`src/hw/ieg_pkg.sv`:
```
package ieg_pkg;

  // Geometry
  localparam int NUM_LINES = 4;
  localparam int PRIO_W = 2;
  localparam int PORT_W = 8;
  localparam int VEC_W = 4;
  localparam int NUM_EV = 3;

  // Register byte offsets
  localparam logic [5:0] OFF_CTRL = 6'h00;
  localparam logic [5:0] OFF_SENSE = 6'h04;
  localparam logic [5:0] OFF_ENABLE = 6'h08;
  localparam logic [5:0] OFF_PEND = 6'h0C;
  localparam logic [5:0] OFF_PRIO = 6'h10;
  localparam logic [5:0] OFF_DIR = 6'h14;
  localparam logic [5:0] OFF_OPT = 6'h18;
  localparam logic [5:0] OFF_EVT = 6'h1C;
  localparam logic [5:0] OFF_EVMASK = 6'h20;
  localparam logic [5:0] OFF_STATUS = 6'h24;

  // Field positions
  localparam int CTRL_NEST = 0;
  localparam int EV_RESET_FETCH = 0;
  localparam int EV_UNWANTED = 1;
  localparam int EV_EDGE_LOST = 2;

  // Values after reset
  localparam logic [PORT_W-1:0] RST_DIR = 8'h00;
  localparam logic [PORT_W-1:0] RST_OPT = 8'h00;
  localparam logic RST_NEST = 1'b0;

  // Vector codes: line k is presented as k+1
  localparam logic [VEC_W-1:0] VEC_RESET = 4'h0;
  localparam logic [VEC_W-1:0] VEC_BASE = 4'h1;

  // One accepted register access
  typedef struct packed {
    logic any;
    logic wr;
    logic rd;
    logic [5:0] off;
    logic [31:0] wdat;
  } ieg_acc_t;

endpackage

```
`src/hw/ieg_wb_port.sv`:
```
`timescale 1ns/1ps
module ieg_wb_port (
  // Clock and reset
  input wire logic clk_i,
  input wire logic rst_i,
  // Wishbone slave
  input wire logic wb_cyc_i,
  input wire logic wb_stb_i,
  input wire logic wb_we_i,
  input wire logic [5:0] wb_adr_i,
  input wire logic [3:0] wb_sel_i,
  input wire logic [31:0] wb_dat_i,
  output logic wb_ack_o,
  output logic [31:0] wb_dat_o,
  // Register side
  input wire logic [31:0] rdata_i,
  output ieg_pkg::ieg_acc_t acc_o
);

  typedef struct packed {
    logic ack;
    logic [31:0] dat;
  } ieg_wbp_state_t;

  ieg_wbp_state_t s;
  ieg_wbp_state_t next_s;
  logic accept;

  // One access per request; ack drops the cycle after it rose
  assign accept = wb_cyc_i && wb_stb_i && !s.ack;

  // Access strobe toward the register file
  always_comb
  begin
    acc_o.any = accept;
    acc_o.wr = accept && wb_we_i && wb_sel_i[0];
    acc_o.rd = accept && !wb_we_i;
    acc_o.off = {wb_adr_i[5:2], 2'b00};
    acc_o.wdat = wb_dat_i;
  end

  // Next state
  always_comb
  begin
    next_s = s;
    next_s.ack = accept;
    if (accept && !wb_we_i)
    begin
      next_s.dat = rdata_i;
    end
  end

  always_ff @(posedge clk_i)
  begin
    if (rst_i)
    begin
      s <= '0;
    end
    else
    begin
      s <= next_s;
    end
  end

  assign wb_ack_o = s.ack;
  assign wb_dat_o = s.dat;

endmodule

```
`src/hw/ieg_edge_guard.sv`:
```
`timescale 1ns/1ps
module ieg_edge_guard #(
  parameter int N = ieg_pkg::NUM_LINES
) (
  // Clock and reset
  input wire logic clk_i,
  input wire logic rst_i,
  // Lines and setup
  input wire logic [N-1:0] pin_i,
  input wire logic [N-1:0] sense_i,
  input wire logic blank_i,
  // Detected edges
  output logic [N-1:0] edge_o,
  output logic lost_o
);

  typedef struct packed {
    logic armed;
    logic [N-1:0] prev;
    logic [N-1:0] edg;
    logic lost;
  } ieg_eg_state_t;

  ieg_eg_state_t s;
  ieg_eg_state_t next_s;
  logic [N-1:0] raw;

  // Per line: sense 1 = rising, 0 = falling
  for (genvar g = 0; g < N; g++)
  begin : g_line
    assign raw[g] = s.armed &&
      (sense_i[g] ? (pin_i[g] && !s.prev[g]) : (!pin_i[g] && s.prev[g]));
  end

  // Blank window: history still moves on, so the edge is gone for good
  always_comb
  begin
    next_s = s;
    next_s.armed = 1'b1;
    next_s.prev = pin_i;
    next_s.edg = blank_i ? '0 : raw;
    next_s.lost = blank_i && (|raw);
  end

  always_ff @(posedge clk_i)
  begin
    if (rst_i)
    begin
      s <= '0;
    end
    else
    begin
      s <= next_s;
    end
  end

  assign edge_o = s.edg;
  assign lost_o = s.lost;

endmodule

```
`src/hw/ieg_entry_guard.sv`:
```
`timescale 1ns/1ps
// How it works
// - Request during flag restore yields reset vector
// - Direction/option access blanks edge detection one cycle
// - Mask bit set blocks all requests
// - Edge while clearing its flag gives unwanted reset
// - Clearing enable bit never gives that reset
// - Unnested: clear in any handler is safe
// - Nested: clear at equal/higher level is safe
module ieg_entry_guard #(
  parameter int N = ieg_pkg::NUM_LINES
) (
  // Clock and reset
  input wire logic clk_i,
  input wire logic rst_i,
  // Wishbone slave
  input wire logic wb_cyc_i,
  input wire logic wb_stb_i,
  input wire logic wb_we_i,
  input wire logic [5:0] wb_adr_i,
  input wire logic [3:0] wb_sel_i,
  input wire logic [31:0] wb_dat_i,
  output logic wb_ack_o,
  output logic [31:0] wb_dat_o,
  // External interrupt lines
  input wire logic [N-1:0] ext_pin_i,
  // Port setup
  output logic [ieg_pkg::PORT_W-1:0] port_dir_o,
  output logic [ieg_pkg::PORT_W-1:0] port_opt_o,
  // CPU core side
  input wire logic cc_imask_i,
  input wire logic restore_cc_i,
  input wire logic cpu_ack_i,
  input wire logic cpu_interrupt_return_instruction_i,
  output logic irq_req_o,
  output logic [ieg_pkg::VEC_W-1:0] vector_o,
  output logic unwanted_reset_o,
  // Summary interrupt
  output logic irq_o
);

  localparam int PW = ieg_pkg::PRIO_W;
  localparam int IW = (N > 1) ? $clog2(N) : 1;

  typedef struct packed {
    logic nest;
    logic [N-1:0] sense;
    logic [N-1:0] enable;
    logic [N-1:0] pend;
    logic [N-1:0] active;
    logic [PW*N-1:0] prio;
    logic [ieg_pkg::PORT_W-1:0] dir;
    logic [ieg_pkg::PORT_W-1:0] opt;
    logic [ieg_pkg::NUM_EV-1:0] evt;
    logic [ieg_pkg::NUM_EV-1:0] evmask;
    logic req;
    logic [ieg_pkg::VEC_W-1:0] vec;
    logic ureset;
  } ieg_top_state_t;

  ieg_top_state_t s;
  ieg_top_state_t next_s;
  ieg_pkg::ieg_acc_t acc;
  logic [31:0] rdata;
  logic blank;
  logic [N-1:0] eg_edge;
  logic eg_lost;
  logic [N-1:0] pend_clr;
  logic [ieg_pkg::NUM_EV-1:0] evt_clr;
  logic [ieg_pkg::NUM_EV-1:0] ev_set;
  logic [IW+PW:0] pc;
  logic [IW+PW:0] pa;
  logic busy;
  logic [PW-1:0] cur_lvl;
  logic grant_ok;
  logic [N-1:0] nest_ok;
  logic [N-1:0] safe_vec;
  logic [N-1:0] hit;
  logic [ieg_pkg::VEC_W-1:0] ack_vec;

  // Highest level wins, lowest index breaks ties: {found, level, index}
  function automatic logic [IW+PW:0] pick(input logic [N-1:0] c,
                                          input logic [PW*N-1:0] p);
    logic [IW+PW:0] r;
    r = '0;
    for (int k = 0; k < N; k++)
    begin
      if (c[k] && (!r[IW+PW] || p[k*PW +: PW] > r[IW +: PW]))
      begin
        r = {1'b1, p[k*PW +: PW], IW'(k)};
      end
    end
    return r;
  endfunction

  // Bus front end
  ieg_wb_port u_wb (
    .clk_i(clk_i),
    .rst_i(rst_i),
    .wb_cyc_i(wb_cyc_i),
    .wb_stb_i(wb_stb_i),
    .wb_we_i(wb_we_i),
    .wb_adr_i(wb_adr_i),
    .wb_sel_i(wb_sel_i),
    .wb_dat_i(wb_dat_i),
    .wb_ack_o(wb_ack_o),
    .wb_dat_o(wb_dat_o),
    .rdata_i(rdata),
    .acc_o(acc)
  );

  assign blank = acc.any &&
    (acc.off == ieg_pkg::OFF_DIR || acc.off == ieg_pkg::OFF_OPT);

  ieg_edge_guard #(.N(N)) u_eg (
    .clk_i(clk_i),
    .rst_i(rst_i),
    .pin_i(ext_pin_i),
    .sense_i(s.sense),
    .blank_i(blank),
    .edge_o(eg_edge),
    .lost_o(eg_lost)
  );

  // Write-one-to-clear strobes
  assign pend_clr = (acc.wr && acc.off == ieg_pkg::OFF_PEND) ?
    acc.wdat[N-1:0] : '0;
  assign evt_clr = (acc.wr && acc.off == ieg_pkg::OFF_EVT) ?
    acc.wdat[ieg_pkg::NUM_EV-1:0] : '0;

  // Arbitration among enabled pending lines and running handlers
  assign pc = pick(s.pend & s.enable, s.prio);
  assign pa = pick(s.active, s.prio);
  assign busy = pa[IW+PW];
  assign cur_lvl = pa[IW +: PW];

  assign grant_ok = pc[IW+PW] && !cc_imask_i &&
    (!busy || (s.nest && pc[IW +: PW] > cur_lvl));

  // Lines whose level does not exceed the running handler
  for (genvar g = 0; g < N; g++)
  begin : g_safe
    assign nest_ok[g] = busy && (cur_lvl >= s.prio[g*PW +: PW]);
  end

  // Mask bracket also counts as safe
  assign safe_vec = ~s.enable | {N{cc_imask_i}} |
    (s.nest ? (s.active | nest_ok) : {N{busy}});

  // Edge meets its own flag clear
  assign hit = pend_clr & eg_edge & ~safe_vec;

  assign ev_set = {eg_lost, |hit, grant_ok && restore_cc_i};
  assign ack_vec = s.vec - ieg_pkg::VEC_BASE;

  // Register file, pending flags and handler tracking
  always_comb
  begin
    next_s = s;
    if (acc.wr)
    begin
      case (acc.off)
        ieg_pkg::OFF_CTRL: next_s.nest = acc.wdat[ieg_pkg::CTRL_NEST];
        ieg_pkg::OFF_SENSE: next_s.sense = acc.wdat[N-1:0];
        ieg_pkg::OFF_ENABLE: next_s.enable = acc.wdat[N-1:0];
        ieg_pkg::OFF_PRIO: next_s.prio = acc.wdat[PW*N-1:0];
        ieg_pkg::OFF_DIR: next_s.dir = acc.wdat[ieg_pkg::PORT_W-1:0];
        ieg_pkg::OFF_OPT: next_s.opt = acc.wdat[ieg_pkg::PORT_W-1:0];
        ieg_pkg::OFF_EVMASK:
          next_s.evmask = acc.wdat[ieg_pkg::NUM_EV-1:0];
        default: ;
      endcase
    end
    // Set beats clear so no edge is dropped
    next_s.pend = (s.pend & ~pend_clr) | eg_edge;
    next_s.evt = (s.evt & ~evt_clr) | ev_set;
    // Enable writes never reach the reset term
    next_s.ureset = |hit;
    next_s.req = grant_ok;
    // Restore in flight hides the source
    if (restore_cc_i)
    begin
      next_s.vec = ieg_pkg::VEC_RESET;
    end
    else
    begin
      next_s.vec = {{(ieg_pkg::VEC_W-IW){1'b0}}, pc[IW-1:0]} +
        ieg_pkg::VEC_BASE;
    end
    // Return retires the innermost (highest level) handler
    if (cpu_interrupt_return_instruction_i && busy)
    begin
      next_s.active[pa[IW-1:0]] = 1'b0;
    end
    // A reset-vector fetch enters no handler
    if (cpu_ack_i && s.req && s.vec != ieg_pkg::VEC_RESET)
    begin
      next_s.active[ack_vec[IW-1:0]] = 1'b1;
    end
  end

  always_ff @(posedge clk_i)
  begin
    if (rst_i)
    begin
      s <= '0;
      s.nest <= ieg_pkg::RST_NEST;
      s.dir <= ieg_pkg::RST_DIR;
      s.opt <= ieg_pkg::RST_OPT;
    end
    else
    begin
      s <= next_s;
    end
  end

  // Read mux; unmapped offsets read zero
  always_comb
  begin
    rdata = 32'h00000000;
    case (acc.off)
      ieg_pkg::OFF_CTRL: rdata = 32'(s.nest);
      ieg_pkg::OFF_SENSE: rdata = 32'(s.sense);
      ieg_pkg::OFF_ENABLE: rdata = 32'(s.enable);
      ieg_pkg::OFF_PEND: rdata = 32'(s.pend);
      ieg_pkg::OFF_PRIO: rdata = 32'(s.prio);
      ieg_pkg::OFF_DIR: rdata = 32'(s.dir);
      ieg_pkg::OFF_OPT: rdata = 32'(s.opt);
      ieg_pkg::OFF_EVT: rdata = 32'(s.evt);
      ieg_pkg::OFF_EVMASK: rdata = 32'(s.evmask);
      ieg_pkg::OFF_STATUS: rdata = 32'({busy, cur_lvl, s.active});
      default: rdata = 32'h00000000;
    endcase
  end

  // Outputs straight from state
  assign port_dir_o = s.dir;
  assign port_opt_o = s.opt;
  assign irq_req_o = s.req;
  assign vector_o = s.vec;
  assign unwanted_reset_o = s.ureset;
  assign irq_o = |(s.evt & s.evmask);
endmodule

```
`config.mk`:
```
export PLATFORM = sky130hd
export DESIGN_NAME = ieg_entry_guard
export DESIGN_NICKNAME = d
export VERILOG_FILES = /design/src/hw/ieg_pkg.sv /design/src/hw/ieg_wb_port.sv /design/src/hw/ieg_edge_guard.sv /design/src/hw/ieg_entry_guard.sv
export SDC_FILE = /design/constraint.sdc
export NUM_CORES = 1
export LEC_CHECK = 0
export CAP_MARGIN = 20
export CORE_MARGIN = 1.5
export CORE_UTILIZATION = 44
export CTS_BUF_LIST = sky130_fd_sc_hd__clkbuf_8
export CTS_CLUSTER_SIZE = 28
export DETAILED_ROUTE_END_ITERATION = 8
export DONT_BUFFER_PORTS = 1
export SYNTH_ARGS = -nofsm -noshare
export SYNTH_HDL_FRONTEND = slang
export SYNTH_SLANG_ARGS = --single-unit
export TNS_END_PERCENT = 100
```
`constraint.sdc`:
```
create_clock -name clk_i -period 7 [get_ports clk_i]
set_input_delay 1.05 -clock clk_i [delete_from_list [all_inputs] [get_ports clk_i]]
set_output_delay 1.05 -clock clk_i [all_outputs]
set_load 0.005 [all_outputs]
```
After elaboration in Yosys (flattened, before gate mapping)
Cells that the tools add are included.
{ "classes": {"add_sub_neg": 2, "magnitude_cmp": 15, "eq_ne": 9, "muxes": 24, "n_bitwise": 18, "reduce_logical": 80} }
{ "ops": {"columns": ["cell", "count"], "rows": [
  ["8-bit one-hot mux with 10 select lines", 1],
  ["1-bit logical AND", 40],
  ["5-bit 2-to-1 mux", 8],
  ["4-bit bitwise AND", 5],
  ["4-bit 2-to-1 mux", 5],
  ["4-bit OR", 5],
  ["1-bit logical NOT", 18],
  ["4-bit by 3-bit == test with 1-bit output, second input constant", 4],
  ["4-bit inverter", 4],
  ["2-bit greater-than comparator", 7],
  ["2-bit AND reduction", 7],
  ["10-bit 2-to-1 mux", 1],
  ["4-bit by 2-bit == test with 1-bit output, second input constant", 2],
  ["4-bit == test, second input constant", 2],
  ["2-bit >= comparator", 4],
  ["1-bit logical OR", 8],
  ["4-bit OR reduction", 2],
  ["3-bit bitwise AND", 2],
  ["6-bit logical NOT", 1],
  ["2-bit by 3-bit less-than comparator with 1-bit output, second input constant", 2],
  ["1-bit 2-to-1 mux", 6],
  ["1-bit demux with 2-bit select", 2],
  ["4-bit by 1-bit == test with 1-bit output, second input constant", 1],
  ["2-bit by 1-bit >= comparator with 1-bit output, second input constant", 2],
  ["other kinds (8)", 9]
]} }
{ "word_totals": {"ff_bits": 95, "input_bits": 55, "out_inout_bits": 56, "word_cells": 167} }

Depth between registers and ports, before layout
{ "logic_depth": {"depth_word": 22, "depth_mapped": 25, "depth_no_buf": 25} }

Hierarchy
Synthesis repeated with hierarchy kept, for this count alone.
{ "unflattened": {"hier_cells": 656, "hier_area_um2": 5690.5} }
{ "modules_own_cells": {"columns": ["mod", "instances", "cells_each", "area_per_inst_um2", "seq_area_each_um2"], "rows": [
  ["ieg_entry_guard", 1, 434, 3478.3, 1041.0],
  ["ieg_wb_port", 1, 184, 1811.7, 660.6],
  ["ieg_edge_guard", 1, 38, 400.4, 200.2]
]} }

Worst setup path before layout
Ideal clock, no wire load.
{ "synth_timing": {"path_type": "register to register", "from": "reg s[36] (netlist bit)", "to": "reg s (netlist bit unwanted_reset_o)", "setup_time_ps": 60, "t_arrival_ps": 5133, "required_ps": 6940, "path_slack_ps": 1807, "path_stages_with_launch": 26, "n_path_buf": 1, "period_less_slack_ps": 5193, "path_cell_list": "dfxtp_1 > clkbuf_1 > and2_1 > inv_1 > ha_1 > nand2b_1 > a221o_1 > a32oi_1 > ha_1 > nor2b_1 > o211ai_1 > a21oi_1 > a21oi_1 > inv_1 > ha_1 > nor2b_1 > o21a_1 > o21ai_1 > nor2_1 > a21oi_1 > ha_1 > nand2b_1 > a2111oi_0 > o2111ai_1 > a21boi_0 > o21a_1"} }
{ "synth_via": {"elab_chain_len": 21, "word_cells_on_any_way": 30, "classes_between": "order compare: 7; mux: 5; bitwise: 4; reduce/logical: 14"} }
{ "synth_lines": {"columns": ["item", "line", "source"], "rows": [
  ["from (decl)", "ieg_entry_guard.sv:61", "ieg_top_state_t s;"],
  ["from (signal assigned)", "ieg_entry_guard.sv:213", "s <= next_s;"],
  ["5-bit 2-to-1 mux", "ieg_entry_guard.sv:88", "if (c[k] && (!r[IW+PW] || p[k*PW +: PW] > r[IW +: PW]))"],
  ["2-bit greater-than comparator or 1-bit logical NOT (tied branches)", "ieg_entry_guard.sv:88", null],
  ["1-bit logical OR", "ieg_entry_guard.sv:88", null],
  ["1-bit logical AND", "ieg_entry_guard.sv:88", null],
  ["5-bit 2-to-1 mux", "ieg_entry_guard.sv:88", null],
  ["2-bit greater-than comparator or 1-bit logical NOT (tied branches)", "ieg_entry_guard.sv:88", null],
  ["1-bit logical OR", "ieg_entry_guard.sv:88", null],
  ["1-bit logical AND", "ieg_entry_guard.sv:88", null],
  ["[... 5 more ...]", null, null],
  ["2-bit >= comparator", "ieg_entry_guard.sv:143", "assign nest_ok[g] = busy && (cur_lvl >= s.prio[g*PW +: PW]);"],
  ["1-bit logical AND", "ieg_entry_guard.sv:143", null],
  ["4-bit OR", "ieg_entry_guard.sv:148", "(s.nest ? (s.active | nest_ok) : {N{busy}});"],
  ["4-bit 2-to-1 mux *", "ieg_entry_guard.sv:148", null],
  ["4-bit OR *", "ieg_entry_guard.sv:147", "assign safe_vec = ~s.enable | {N{cc_imask_i}} |"],
  ["4-bit inverter *", "ieg_entry_guard.sv:151", "assign hit = pend_clr & eg_edge & ~safe_vec;"],
  ["4-bit bitwise AND *", "ieg_entry_guard.sv:151", null],
  ["4-bit OR reduction *", "ieg_entry_guard.sv:178", "next_s.ureset = |hit;"]
]} }
Mark *: on every way between the ends. The rest lies on a longest branch, timed or not.
A chain may end at the register's enable or synchronous reset.

Final worst setup path
Ends and elaborated chain as after synthesis.

==> metrics.md <==
| Metric | Value |
|---|---|
| First-pass GRT wire length | ~18 mm |
| I/O pin cnt | 111 |
| Crit Path Max Fanout | 11 |
| Setup bufs post-CTS | 0 |
| M1 GR Usage | 28.1% |
| Tot GR Track Use | 22.4% |
| Compound-Gate Fraction of Synth Area | approximately 16% |
| Most used cell, CP | ha_1 |
| DIE AREA | between 10000 and 15000 um2 |
| Most area-consuming cells after synthesis | dfxtp_1 (32%), mux2i_1 (9.5%), buf_4 (7.6%) |
| Crit path time final | 6.16 ns |
| Stages on the worst setup path | 24 |
| CTS sink cnt | 71 |
| Post-Synth XOR/XNOR Area | 0% |
| Vias in the first global route | 3418 |
| Via count | 3624 |
| Non-filler cells, final | 636 |
| Starting Density | 45.4% |
| Worst Path Buf+Inv | 2 |
| Hold/Removal Path Class | flip-flop to flip-flop |
| Final setup TNS | 0 ns |
| Ys Warns | 0 |
| Post-synth top area cell | dfxtp_1 |
| Startpoint types | flip-flop |
| HP Start | u_wb.wb_dat_o[7]$_SDFFE_PP0P_ |
| WP data arrival | 6.45 ns |
| Commonest non-fill, non-tap cell in the layout | dfxtp_1 |
| Max Fclk | 162 MHz |
| Pre-antenna DRT Iters | 5 |
| Final Cell Area | 4430 um2 |
| # resized after CTS | 0 |
| WL/cell | 17.8 um |
| CTS HTree Levels | 3 |
| Sequential cell area | 1420 um2 |
| Dpl cell area | 4250 um2 |
| Status | finished clean |
| Largest net degree at the start of global routing | 66 |
| DR DRC count | 0 |
| Crit path kind | flip-flop to flip-flop |
| Largest delay contributor family on the critical path | compound AO/OA/AOI/OAI gates |
| PortBufs | 0 |
| P&R area growth vs syn | 0.0282% |
| Max incr delay on CP | 0.56 ns |
| Hpwl dp | slightly below 9 mm |
| Diodes inserted | 0 |
| Most frequent cells in the layout | dfxtp_1 (71), nor2_1 (68), nand2_1 (46) |
| P_leak | ~1.7 nW |
| Slew margin rel. | a little over a third |
| Vert. Die Dim | around 100 um |
| Remaining Overflow, GRT | 0 |
| Mapped Cells | 530 |
| Peak VDD IR | 0.0000950 V |
| Simple-gate area share of the yosys netlist | a little over a fifth |
| Layout cells sized above 1 | 6.56% |
| DP Worst Slack | 0.839 ns |
| Post-synth EDFFs | 0 |
| Routed WL | 11.3 mm |
| Initial antenna violation count | 0 |
| Synth Area in Adders | 6.49% |
| Fin crit share | 88.0% |
| Layout fillers | roughly 1000 |
| Syn_area_per_cell | 8.36 um2 |
| PwrDens | 168 nW/um2 |
| Fin Clk Skew | 0.0105 ns |
| Placed Cells | 620 |
| Worst path required time | around 7.3 ns |
| Worst-skew pair later-pin latency | 0.35 ns |
| Antenna-violating nets left | 0 |
| CTS Buf Count | 9 |
| Final Worst Setup Slack | 0.841 ns |
| Final-report max-slew violation count | 0 |
| CP max-delay cell | dfxtp_1 |
| Slew @ Worst Pin | 0.959 ns |
| Hold Fails Final Rpt | 0 |
| Reg clk slew, reported paths | 0.08 ns |
| Core footprint | a little under 10000 um2 |
| CTS tree | done |
| Root Driver | clkbuf_8 |
| Register area share after synthesis | 32.1% |
| Routed vias/inst | 5.70 |
| Multi-input gate area | around 2600 um2 |
| Gpl congestion | 0.962 |
| Flops & latches, synth | 71 |
| Worst R2R Start | s[36]$_SDFF_PP0_ |
| Met2 Track Usage GR | 36.9% |
| RSZ-0062 raised after global routing | false |
| Die width | a little over 100 um |
| Top FF cell, synth | dfxtp_1 |
| Maxcap violations | 0 |
| Post-synth top area share | 32.1% |
| R2R cell count | 24 |
| CP cell instances | and2_1 -> inv_1 -> ha_1 -> nand2b_1 -> a221o_1 -> a32oi_1 -> ha_1 -> nor2b_1 -> o211ai_1 -> a21oi_1 -> a21oi_1 -> inv_1 -> ha_1 -> nor2b_1 -> o21a_1 -> o21ai_1 -> nor2_1 -> a21oi_1 -> ha_1 -> nand2b_1 -> a2111oi_0 -> o2111ai_1 -> a21boi_0 -> o21a_1 |
| Final #Nets | 576 |
| Async S/R FF share, synth | 0% |
| Grt met3 use | 4.03% |
| Largest family of logic cells by synthesized area | simple AND/OR/NAND/NOR gates |
| Nature of the critical path endpoint | flip-flop |
| Num rows | 36 |
| Crit. Startpoint | s[36]$_SDFF_PP0_ |
| Synth Cell Area | 4430 um2 |
| Mux cell area share after synthesis | 12.0% |
| Synth unique cells | 61 |
| Drt initial violations | 218 |
| Clk buf depth | 2 |
| Hold path depth | 2 |
| Setup Viol. Count Final | 0 |
| Tot Pwr | 0.747 mW |
| Hold buffer count at cts | 0 |
| Busiest layer in global routing | met2 |
-- final timing paths --
kind                                         to  slack (ns)
setup / recovery    unwanted_reset_o$_SDFF_PP0_        0.84
hold / removal    u_wb.wb_dat_o[7]$_SDFFE_PP0P_        0.48
setup reg to reg    unwanted_reset_o$_SDFF_PP0_        0.84
hold reg to reg   u_wb.wb_dat_o[7]$_SDFFE_PP0P_        0.48
-- power breakdown --
group,leakage [nW],switching (mW),internal (mW)
sequential,0.574,0.00385,0.408
clock,0.0873,0.160,0.147
combinational,1.03,0.0168,0.0113
-- layer usage --
metal | vias up | wire, um
met1 | 1723 | 4770
met4 | 0 | 397
met2 | 132 | 5440
li1 | 1740 | -
met3 | 29 | 698
met5 | - | 0
-- Yosys cell counts, types with 4 or more instances --
cell and n:
buf_2 4, ha_1 23, and2_1 4, a311oi_1 4, dfxtp_1 71, buf_4 45, nor3b_1 5, inv_1 21
a22oi_1 5, nand3_1 12, o21a_1 4, clkbuf_1 16, nor2_1 68, nand2_1 46, nand2b_1 7, and3_1 4
nor3_1 7, o21ai_0 17, mux2i_1 42, mux2_2 8, a21oi_1 30, a211oi_1 5, a31oi_1 4, o211ai_1 5
nor2b_1 13, a21o_1 7
-- worst min-delay path: stages, from the launching register on --
cell     delay, ns
dfxtp_1       0.33
nand2_1       0.06
a21oi_1       0.05
-- stage by stage --
stage	util, %	hold slack, ns
global placement	43.4	0.452
detailed placement	43.5	0.451
floorplan	-	0.413
finish	45.4	0.475
CTS	45.4	0.480
global route	45.4	0.490
-- flip-flops by register name (all words and copies together), names as in the netlist --
name / cells
port_opt_o: 8
vector_o: 3
u_wb.wb_dat_o: 8
u_eg.s: 5
u_wb.wb_ack_o: 1
port_dir_o: 8
s: 31
u_eg.lost_o: 1
irq_req_o: 1
u_eg.edge_o: 4
unwanted_reset_o: 1
-- cell families after synthesis --
kind of cell	after synthesis
AO/OA/AOI/OAI	105
AND/OR/NAND/NOR	190
buffers and inverters	89
other	1
multiplexers	51
flip-flops	71
adder cells (fa/ha/maj)	23
-- cell type report --
cell class                 count  area share [%]
clock buffer                  11            3.41
sequential                    71            32.1
clock inverter                 5           0.734
timing repair buffer           1           0.113
inverter                      21            1.78
tap                          133            3.75
multi-input combinational    394            58.2
No activity file was read; power rests on OpenSTA's default activity.
